[src/core/fpi_defines.svh]
`ifndef FPI_DEFINES_SVH
`define FPI_DEFINES_SVH

// Clock rate in kHz, so that a time in ms times this is a cycle count
`define FPI_CLK_KHZ        125000
// Half of the roughly 1 Hz blink period, in ms
`define FPI_BLINK_HALF_MS  500
// Button contact settle time, in ms
`define FPI_DEBOUNCE_MS    10
// Time power may stay up after the off request, in ms
`define FPI_PWR_FAULT_MS   1000

// Button positions in the press vector
`define FPI_BTN_PWR        0
`define FPI_BTN_ID         1
`define FPI_BTN_RST        2
`define FPI_BTN_NMI        3
`define FPI_BTN_COUNT      4

// Reset values
`define FPI_ID_RST         1'b0
`define FPI_SLEEP_MEM_RST  1'b0

`endif

[src/core/fpi_pkg.sv]
package fpi_pkg;
	// System sleep state reported by the chipset
	typedef enum logic [2:0] {
		FPI_S0 = 3'h0,
		FPI_S1 = 3'h1,
		FPI_S2 = 3'h2,
		FPI_S3 = 3'h3,
		FPI_S4 = 3'h4,
		FPI_S5 = 3'h5
	} fpi_sstate_t;

	// Severity carried by a fault indication command
	typedef enum logic [1:0] {
		FPI_SEV_NONE    = 2'h0,
		FPI_SEV_NONCRIT = 2'h1,
		FPI_SEV_CRIT    = 2'h2
	} fpi_sev_t;

	// Power control fault watcher
	typedef enum logic [2:0] {
		FPI_PF_IDLE  = 3'b001,
		FPI_PF_WAIT  = 3'b010,
		FPI_PF_FAULT = 3'b100
	} fpi_pf_state_t;
endpackage

[src/core/fpi_btn_if.sv]
`timescale 1ns/1ps
`default_nettype none
// Debounced button press pulses from the button bank to the panel logic
interface fpi_btn_if #(
	parameter int N = 4
);
	logic [N-1:0] press;
	modport src (output press);
	modport dst (input press);
endinterface
`default_nettype wire

[src/core/fpi_debounce.sv]
`timescale 1ns/1ps
`default_nettype none
// Synchronises and debounces active-low buttons, one pulse per press
module fpi_debounce #(
	parameter int N   = 4,
	parameter int CYC = 1250000
) (
	input  wire logic         mclk,
	input  wire logic         srst,
	input  wire logic [N-1:0] btn_n,
	fpi_btn_if.src            btn
);
	localparam int CW = (CYC > 1) ? $clog2(CYC) : 1;

	generate
		if (N < 1 || CYC < 2) begin : g_bad
			$error("fpi_debounce: N and CYC out of range");
		end
	endgenerate

	logic [N-1:0] sync1;
	logic [N-1:0] sync2;
	logic [N-1:0] stable;
	logic [N-1:0] next_press;

	// Two-stage synchroniser on the raw contacts
	always_ff @(posedge mclk) begin
		if (srst) begin
			sync1 <= '1;
			sync2 <= '1;
		end else begin
			sync1 <= btn_n;
			sync2 <= sync1;
		end
	end

	genvar i;
	generate
		for (i = 0; i < N; i++) begin : g_btn
			logic [CW-1:0] cnt;
			wire settled = (cnt == CW'(CYC - 1));
			wire differ  = (sync2[i] != stable[i]);
			// Level must hold a full settle time before it is taken
			always_ff @(posedge mclk) begin
				if (srst) begin
					cnt       <= '0;
					stable[i] <= 1'b1;
				end else if (!differ) begin
					cnt <= '0;
				end else if (settled) begin
					cnt       <= '0;
					stable[i] <= sync2[i];
				end else begin
					cnt <= cnt + 1'b1;
				end
			end
			// Falling edge of the settled level is one press
			assign next_press[i] = differ & settled & ~sync2[i];
		end
	endgenerate

	// Registered press pulses
	always_ff @(posedge mclk) begin
		if (srst)
			btn.press <= '0;
		else
			btn.press <= next_press;
	end
endmodule // fpi_debounce
`default_nettype wire

[src/core/fpi_top.sv]
// Operation
// - Power LED steady on in S0 or legacy power on
// - Power LED blinks in sleep states S1 to S3
// - Power LED dark in S4, S5 or legacy power off
// - All blinking uses about one second period, equal on and off
// - Status green steady normal, blinking degraded, all off in POST/stop
// - Status amber steady critical, blinking non-critical
// - Amber on or blinking forces green off
// - Disk LED follows disk activity, dark when idle
// - Disk LED dark in S4, S5 or S1
// - Identify LED blinks while identification active, else dark
// - Identify button toggles front and baseboard identify together
// - Power button requests power toggle, or sleep when enabled
// - Reset button requests full reboot
// - Diagnostic button requests halt and non-maskable interrupt
// - Sleep indication retained, restored at power-up until firmware clears
// - Critical threshold crossing flags critical
// - Power staying on after off request flags critical fault
// - Fault indication command severity shown on status LED
// - Non-critical threshold or chassis intrusion flags non-critical
// - Degraded on lost redundancy, disabled processor or mapped-out memory
// - Monitor on front connector routes video front, rear disabled
`timescale 1ns/1ps
`default_nettype none
`include "fpi_defines.svh"
module fpi_top #(
	parameter int BLINK_HALF_CYC = `FPI_BLINK_HALF_MS * `FPI_CLK_KHZ,
	parameter int DEBOUNCE_CYC   = `FPI_DEBOUNCE_MS * `FPI_CLK_KHZ,
	parameter int PWR_FAULT_CYC  = `FPI_PWR_FAULT_MS * `FPI_CLK_KHZ
) (
	input  wire logic                  mclk,
	input  wire logic                  srst,
	// Chipset power state
	input  wire logic                  acpi_mode,
	input  wire fpi_pkg::fpi_sstate_t  sleep_state,
	input  wire logic                  legacy_power_on,
	input  wire logic                  fw_sleep_clear,
	input  wire logic                  sleep_enable,
	// Health conditions from the management controller
	input  wire logic                  crit_threshold,
	input  wire logic                  noncrit_threshold,
	input  wire logic                  chassis_intrusion,
	input  wire logic                  psu_redundancy_lost,
	input  wire logic                  psu_redundant_cfg,
	input  wire logic                  cpu_disabled,
	input  wire logic                  mem_mapped_out,
	input  wire logic                  status_blank,
	input  wire logic                  bmc_power_on_req,
	input  wire logic                  sys_power_good,
	input  wire logic                  fault_cmd_valid,
	input  wire fpi_pkg::fpi_sev_t     fault_cmd_sev,
	input  wire logic                  id_cmd_valid,
	input  wire logic                  id_cmd_on,
	// Pins
	input  wire logic                  disk_act_n,
	input  wire logic                  front_monitor_present_n,
	input  wire logic [3:0]            btn_n,
	// LEDs
	output logic                       power_led,
	output logic                       status_green,
	output logic                       status_amber,
	output logic                       disk_led,
	output logic                       id_led,
	output logic                       bb_id_led,
	// Requests
	output logic                       power_toggle_req,
	output logic                       sleep_req,
	output logic                       reset_req,
	output logic                       nmi_req,
	output logic                       diag_halt_req,
	output logic                       power_fault,
	// Video routing
	output logic                       front_video_en,
	output logic                       rear_video_en
);
	import fpi_pkg::*;

	localparam int BW = $clog2(BLINK_HALF_CYC);
	localparam int FW = $clog2(PWR_FAULT_CYC);

	generate
		if (BLINK_HALF_CYC < 2 || PWR_FAULT_CYC < 2) begin : g_bad
			$error("fpi_top: timing counts out of range");
		end
	endgenerate

	fpi_btn_if #(.N(`FPI_BTN_COUNT)) btn ();

	// Button bank
	fpi_debounce #(
		.N   (`FPI_BTN_COUNT),
		.CYC (DEBOUNCE_CYC)
	) u_debounce (
		.mclk  (mclk),
		.srst  (srst),
		.btn_n (btn_n),
		.btn   (btn)
	);

	// Pin synchronisers for disk activity and front monitor sense
	logic disk_s1;
	logic disk_s2;
	logic mon_s1;
	logic mon_s2;
	always_ff @(posedge mclk) begin
		if (srst) begin
			disk_s1 <= 1'b1;
			disk_s2 <= 1'b1;
			mon_s1  <= 1'b1;
			mon_s2  <= 1'b1;
		end else begin
			disk_s1 <= disk_act_n;
			disk_s2 <= disk_s1;
			mon_s1  <= front_monitor_present_n;
			mon_s2  <= mon_s1;
		end
	end

	// Shared blink timebase
	logic [BW-1:0] blink_cnt;
	logic          blink_phase;
	wire blink_tick = (blink_cnt == BW'(BLINK_HALF_CYC - 1));
	always_ff @(posedge mclk) begin
		if (srst) begin
			blink_cnt   <= '0;
			blink_phase <= 1'b0;
		end else if (blink_tick) begin
			blink_cnt   <= '0;
			blink_phase <= ~blink_phase;
		end else begin
			blink_cnt <= blink_cnt + 1'b1;
		end
	end

	// Power state decode
	wire st_s0     = acpi_mode & (sleep_state == FPI_S0);
	wire st_s1     = acpi_mode & (sleep_state == FPI_S1);
	wire st_sleep  = acpi_mode & (sleep_state inside {FPI_S1, FPI_S2, FPI_S3});
	wire st_off    = acpi_mode & (sleep_state inside {FPI_S4, FPI_S5});
	wire pwr_dark  = st_off | (~acpi_mode & ~legacy_power_on);
	wire pwr_on    = st_s0 | (~acpi_mode & legacy_power_on);

	// Retained sleep indication; entry to sleep wins over a clear
	logic sleep_mem;
	always_ff @(posedge mclk) begin
		if (srst)
			sleep_mem <= `FPI_SLEEP_MEM_RST;
		else if (st_sleep)
			sleep_mem <= 1'b1;
		else if (fw_sleep_clear)
			sleep_mem <= 1'b0;
	end

	// Power LED selection
	wire pwr_blink      = st_sleep | sleep_mem;
	wire next_power_led = pwr_dark  ? 1'b0 :
	                      pwr_blink ? blink_phase :
	                      pwr_on;

	// Fault indication command severity, held until the next command
	fpi_sev_t cmd_sev;
	always_ff @(posedge mclk) begin
		if (srst)
			cmd_sev <= FPI_SEV_NONE;
		else if (fault_cmd_valid)
			cmd_sev <= fault_cmd_sev;
	end

	// Power control fault watcher
	fpi_pf_state_t pf_state;
	fpi_pf_state_t next_pf_state;
	logic [FW-1:0] pf_cnt;
	wire pf_stuck = ~bmc_power_on_req & sys_power_good;
	wire pf_done  = (pf_cnt == FW'(PWR_FAULT_CYC - 1));
	always_comb begin
		next_pf_state = pf_state;
		case (pf_state)
			FPI_PF_IDLE: begin
				if (pf_stuck)
					next_pf_state = FPI_PF_WAIT;
			end
			FPI_PF_WAIT: begin
				if (!pf_stuck)
					next_pf_state = FPI_PF_IDLE;
				else if (pf_done)
					next_pf_state = FPI_PF_FAULT;
			end
			FPI_PF_FAULT: begin
				if (!sys_power_good)
					next_pf_state = FPI_PF_IDLE;
			end
			default: next_pf_state = FPI_PF_IDLE;
		endcase
	end
	always_ff @(posedge mclk) begin
		if (srst) begin
			pf_state <= FPI_PF_IDLE;
			pf_cnt   <= '0;
		end else begin
			pf_state <= next_pf_state;
			pf_cnt   <= (pf_state == FPI_PF_WAIT) ? pf_cnt + 1'b1 : '0;
		end
	end
	wire next_power_fault = (next_pf_state == FPI_PF_FAULT);

	// Health classification
	wire cond_crit    = crit_threshold | power_fault |
	                    (cmd_sev == FPI_SEV_CRIT);
	wire cond_noncrit = noncrit_threshold | chassis_intrusion |
	                    (cmd_sev == FPI_SEV_NONCRIT);
	wire cond_degr    = (psu_redundancy_lost & psu_redundant_cfg) |
	                    cpu_disabled | mem_mapped_out;

	// Status LED selection, amber before green
	wire amber_act    = cond_crit | cond_noncrit;
	wire next_amber   = ~status_blank & (cond_crit ? 1'b1 :
	                    cond_noncrit & blink_phase);
	wire next_green   = ~status_blank & ~amber_act &
	                    (cond_degr ? blink_phase : 1'b1);

	// Disk LED
	wire disk_dark     = st_off | st_s1 | (~acpi_mode & ~legacy_power_on);
	wire next_disk_led = ~disk_s2 & ~disk_dark;

	// Identification state; a remote command overrides a same-cycle press
	logic id_active;
	always_ff @(posedge mclk) begin
		if (srst)
			id_active <= `FPI_ID_RST;
		else if (id_cmd_valid)
			id_active <= id_cmd_on;
		else if (btn.press[`FPI_BTN_ID])
			id_active <= ~id_active;
	end

	// Button requests
	wire pwr_press = btn.press[`FPI_BTN_PWR];
	wire nmi_press = btn.press[`FPI_BTN_NMI];

	// All outputs registered
	always_ff @(posedge mclk) begin
		if (srst) begin
			power_led        <= 1'b0;
			status_green     <= 1'b0;
			status_amber     <= 1'b0;
			disk_led         <= 1'b0;
			id_led           <= 1'b0;
			bb_id_led        <= 1'b0;
			power_toggle_req <= 1'b0;
			sleep_req        <= 1'b0;
			reset_req        <= 1'b0;
			nmi_req          <= 1'b0;
			diag_halt_req    <= 1'b0;
			power_fault      <= 1'b0;
			front_video_en   <= 1'b0;
			rear_video_en    <= 1'b1;
		end else begin
			power_led        <= next_power_led;
			status_green     <= next_green;
			status_amber     <= next_amber;
			disk_led         <= next_disk_led;
			id_led           <= id_active & blink_phase;
			bb_id_led        <= id_active;
			power_toggle_req <= pwr_press & ~sleep_enable;
			sleep_req        <= pwr_press & sleep_enable;
			reset_req        <= btn.press[`FPI_BTN_RST];
			nmi_req          <= nmi_press;
			diag_halt_req    <= nmi_press;
			power_fault      <= next_power_fault;
			front_video_en   <= ~mon_s2;
			rear_video_en    <= mon_s2;
		end
	end
endmodule // fpi_top
`default_nettype wire

[config.mk]
export PLATFORM = sky130hd
export DESIGN_NAME = fpi_top
export DESIGN_NICKNAME = d
export VERILOG_FILES = /design/src/core/fpi_pkg.sv /design/src/core/fpi_btn_if.sv /design/src/core/fpi_debounce.sv /design/src/core/fpi_top.sv
export VERILOG_INCLUDE_DIRS = /design/src /design/src/core
export SDC_FILE = /design/constraint.sdc
export NUM_CORES = 1
export LEC_CHECK = 0
export ABC_AREA = 1
export BUFFER_PORTS_ARGS = -buffer_cell sky130_fd_sc_hd__buf_4
export CORE_MARGIN = 1.5
export CORE_UTILIZATION = 55
export DETAILED_ROUTE_END_ITERATION = 8
export HOLD_SLACK_MARGIN = 0.02
export PLACE_DENSITY = 0.83
export SETUP_SLACK_MARGIN = 0.15
export SKIP_LAST_GASP = 1
export SYNTH_ARGS = -nofsm -noshare
export SYNTH_HDL_FRONTEND = slang
export SYNTH_SLANG_ARGS = --single-unit
[constraint.sdc]
create_clock -name mclk -period 4.06 [get_ports mclk]
set_input_delay 0.812 -clock mclk [delete_from_list [all_inputs] [get_ports mclk]]
set_output_delay 0.812 -clock mclk [all_outputs]
set_load 0.005 [all_outputs]
# == After elaboration in Yosys (flattened, before gate mapping) ==
# Cells that the tools add are included.
# op_classes
reduce_logical,16
n_eq_ne,21
n_addsub,6
n_mux,12
bitwise_logic,56
# op_table
operator,n
21-bit by 1-bit adder with 21-bit output (second input constant),4
21-bit equality test (second input constant),4
27-bit by 1-bit adder with 27-bit output (second input constant),1
27-bit equality test (second input constant),1
26-bit by 1-bit adder with 26-bit output (second input constant),1
26-bit equality test (second input constant),1
1-bit bitwise AND,24
1-bit NOT,20
3-bit equality test (second input constant),4
3-bit two-way mux,4
1-bit OR,12
3-bit OR reduction,4
3-bit by 2-bit equality test with 1-bit output (second input constant),3
3-bit case mux with 3 select lines,1
2-bit AND reduction,4
1-bit two-way mux,7
3-bit by 1-bit equality test with 1-bit output (second input constant),2
2-bit nonzero test,3
2-bit OR reduction,3
1-bit != test,4
3-bit logical NOT,1
3-bit nonzero test,1
2-bit by 1-bit equality test with 1-bit output (second input constant),1
2-bit equality test (second input constant),1
# word_totals
output_inout_bits,14
wordCells,146
in_bits,30
reg_bits,178

# == Logic depth before layout (Yosys ltp) ==
# depth
ltp_word,7
depth_mapped,9
depth_no_buf,9

# == Modules after synthesis ==
# Synthesis repeated with hierarchy kept, for this count alone.
# unflattened
hier_cells,1276
hier_area_um2,8617.0
# modules_own_cells
mod,instances,seq_area_each_um2,cells_per_inst,area_each_um2
fpi_debounce,1,2001.9,707,4808.4
fpi_top,1,1561.5,569,3808.7

# == Worst setup path before layout ==
# OpenSTA, ideal clock, no wires.
# synth_path
path_type,in2reg
start,input port srst
end,register pf_cnt[12]
setup_time_ns,0.115
arrival_time_ns,1.545
stages,8
n_path_buf,1
required_time_ns,3.945
setup_slack_ns,2.400
path_cell_list,buf_2 inv_1 nand4_1 inv_1 o21ai_1 o21ai_0 o21ai_0 inv_1
# synth_between
elab_chain_cells,1
# synth_rtl
element,line_no,text
start: declaration,fpi_top.sv:32,"input wire logic srst,"
2-bit OR reduction (no line),n/a,
end signal: assignment,fpi_top.sv:201,pf_cnt <= (pf_state == FPI_PF_WAIT) ? pf_cnt + 1'b1 : '0;
end: declaration,fpi_top.sv:172,logic [FW-1:0] pf_cnt;
# No other way between the ends.
# A chain may end at the register's enable or synchronous reset.

# == Worst setup path in the final report ==
# Ends and elaborated chain as after synthesis.

==> impl_metrics.toml <==
[run_status]
status = "finished, final reports clean"

[sta]
finClkSkew_ns = 0.0101
worst_slew_pin_slew_ns = 0.710
hold_viol_final = 0
final_max_slew_viol_count = 0
setup_viol = 0
fmax_ghz = 0.420
fin_setup_tns_ns = 0
max_slew_margin = 0.526
finalCritPeriodShare = 0.587
rsz0062_at_grt = "no"
timing.final.crit_period_ns = 2.38

[final_layout]
fin_nets = 1365
n_fill_cell = 1389
final_common_cell = "nand2_1"
n_antenna_cell = 0
mostFrequentLayoutCells = "359 x nand2_1, 257 x nor2_1, 178 x dfxtp_1"
stdcell_count = 1553
drive_gt1_frac = 0.0946
syn2layout_area_growth_pct = 12.8

[worst_hold_path]
hold_start = "disk_s2$_SDFF_PP1_"
hp-class = "flip-flop to flip-flop"

[synthesis]
synth-seq-cells = 178
seq_area_frac_synth = 0.412
netlist_instances = 1284
synth.cell_area_um2 = 8640
avgSynthCellArea_um2 = 6.73
ys_types = 32
synth.largest_area_cell = "dfxtp_1"
ys_warn_count = 0
synth_fp_nets = 1320
synth_area_leaders = "dfxtp_1 41%, nand2_1 16%, nor2_1 11%"
yosys.area.top_type_share = 0.412

[critical_path]
crit_required_ns = 4.43
crit_chain = "buf_4 -> inv_1 -> nand4_1 -> buf_4 -> o21ai_0 -> o21ai_0 -> inv_1"
end_kind = "flip-flop"
critPathLaunch = "srst"
cp-start-kind = "input port"
critical_path_arrival_ns = 2.75
cpPeakStageDelay_ns = 0.63
cp_max_fo = 35
critPathKind = "input port to flip-flop"
crit_slowest_cell = "nand4_1"
rr_startpoint = "u_debounce.g_btn[0].cnt[0]$_SDFF_PP0_"

[clock_tree]
insertion_delay_ns = 0.43
cts_resized = 0
ctsLongestPathBuffers = 2
cts_inserted_buffers = 17
cts_tree = "yes"
cts_hold_buf = 0
path_clk_slew_ns = 0.06
cts-root-buf = "clkbuf_16"
htreeDepth = 4
cts_sinks = 178
post_cts_buffers = 0

[power_and_ir_drop]
p_sw_w = 0.000753
share_seq_of_total_power = 0.491
p_comb_frac = 0.023
ir_worst_vdd_mv = 0.364
sw_frac_of_total = 0.209
pwr-share-clk = 0.487
intPower_w = 0.00285
power.density_nw_per_um2 = 370
leakagePower_nw = 3.17

[floorplanning]
die_x_um = 128
start_util = 0.567
num_rows = 45
coreArea_um2 = 15300
dieArea_um2 = 16500
io_pins = 44
die_y_um = 128

[detailed_routing]
vias = 7998
wl_um = 18900
drt_first_pass_iters = 6
wl_per_cell_um = 12.2
vias_per_cell = 5.15
drtIter0Drc = 564
drc_errors = 0
ant_nets = 0

[placed_design]
io_buffers = 43
globalplace.congestion = 0.906
dp.final_hpwl_um = 13700
dp.cells = 1521

[global_route]
grt_pass1_vias = 7371
track_usage = 0.241
grt_pass1_wl_um = 32100
grt.overflow.total = 0
grt_max_degree = 36
antenna_found_initial = 1

[job]
cap_viol_max_count = 0
## logic make-up (layout without fill, tap and decap cells)
group | Yosys count | in the layout | synth area share
xor+xnor | 42 | 42 | 0.0426
compound gates | 118 | 118 | 0.0701
fa+ha+maj | 6 | 6 | 0.00868
buf+inv | 149 | 207 | 0.0719
flops | 178 | 178 | 0.412
simple gates | 791 | 791 | 0.395
## Yosys cell counts
cell type and count:
xor2_1 21, buf_2 5, nor2_4 6, ha_1 6, inv_1 127, buf_4 3
nor2_2 13, o2111ai_1 1, nand2_4 1, dfxtp_1 178, xnor2_1 21, buf_6 6
o21bai_1 2, nand3_2 4, clkbuf_1 4, nand3b_1 28, nor3b_1 1, inv_2 4
nand3_1 54, o21ai_0 23, nor3_1 12, a311oi_1 1, o21ai_1 1, nor2_1 257
nand2_2 5, or2_0 2, nand2_1 359, a21oi_1 89, and2_1 2, nand4_1 29
o21a_1 1, or2_2 18
## worst paths after layout
| check | end | slack [ns] | cells past startpoint |
|---|---|---|---|
| min | disk_led$_SDFF_PP0_ | 0.40 | 1 |
| max reg2reg | u_debounce.g_btn[0].cnt[14]$_SDFF_PP0_ | 2.09 | 6 |
| min reg2reg | disk_led$_SDFF_PP0_ | 0.40 | 1 |
| max | pf_cnt[12]$_SDFF_PP0_ | 1.68 | 7 |
## state kept, by name, indices dropped and copies added (netlist names), 2 cells and up
signal	cells
u_debounce.g_btn.cnt	84
cmd_sev	2
blink_cnt	26
u_debounce.stable	4
u_debounce.btn.press	4
pf_state	3
u_debounce.sync2	4
pf_cnt	27
u_debounce.sync1	4
## worst max-delay path: cells and delay by family
kind / cells / cell delay (ns)
buffers and inverters: 4 / 1.05
AO/OA/AOI/OAI: 2 / 0.25
AND/OR/NAND/NOR: 1 / 0.63
## per-layer routing
layer  global-route usage  up-vias  routed length (um)
met2                0.402      219                8890
met3               0.0486       46                 957
met5                    0        -                   9
met1                0.303     3599                8550
met4                0.106        2                 546
li1                     -     4132                   -
## metrics by stage
| step | cell area, um2 | utilization | hold WS (ns) | total power (W) | worst slack [ns] |
|---|---|---|---|---|---|
| 4_1_cts | 9750 | 0.639 | 0.396 | 0.00363 | 1.71 |
| 2_1_floorplan | 8640 | - | 0.374 | 0.00186 | 2.40 |
| 5_1_grt | 9750 | 0.639 | 0.400 | 0.00371 | 1.46 |
| 3_3_place_gp | 9110 | 0.597 | 0.384 | 0.00189 | 1.34 |
| 6_report | 9750 | 0.639 | 0.397 | 0.00361 | 1.68 |
| 3_5_place_dp | 9110 | 0.597 | 0.387 | 0.00189 | 1.31 |
## power groups by stage
stage | Clock, W | Sequential (W) | Combinational, W
5_1_grt | 0.00185 | 0.00177 | 0.0000913
3_5_place_dp | 0 | 0.00181 | 0.0000814
4_1_cts | 0.00178 | 0.00177 | 0.0000817
2_1_floorplan | 0 | 0.00181 | 0.0000487
6_report | 0.00176 | 0.00177 | 0.0000812
3_3_place_gp | 0 | 0.00181 | 0.0000794
## cell type report
class / count / area [um2] / area share
multi-input cells: 957 / 4460 / 0.458
flip-flops and latches: 178 / 3560 / 0.366
inverters: 131 / 492 / 0.0504
clock buffers: 18 / 439 / 0.0451
repair buffers: 44 / 330 / 0.0339
well taps: 211 / 264 / 0.0271
clock inverters: 14 / 199 / 0.0204
No activity file was read; power rests on OpenSTA's default activity.
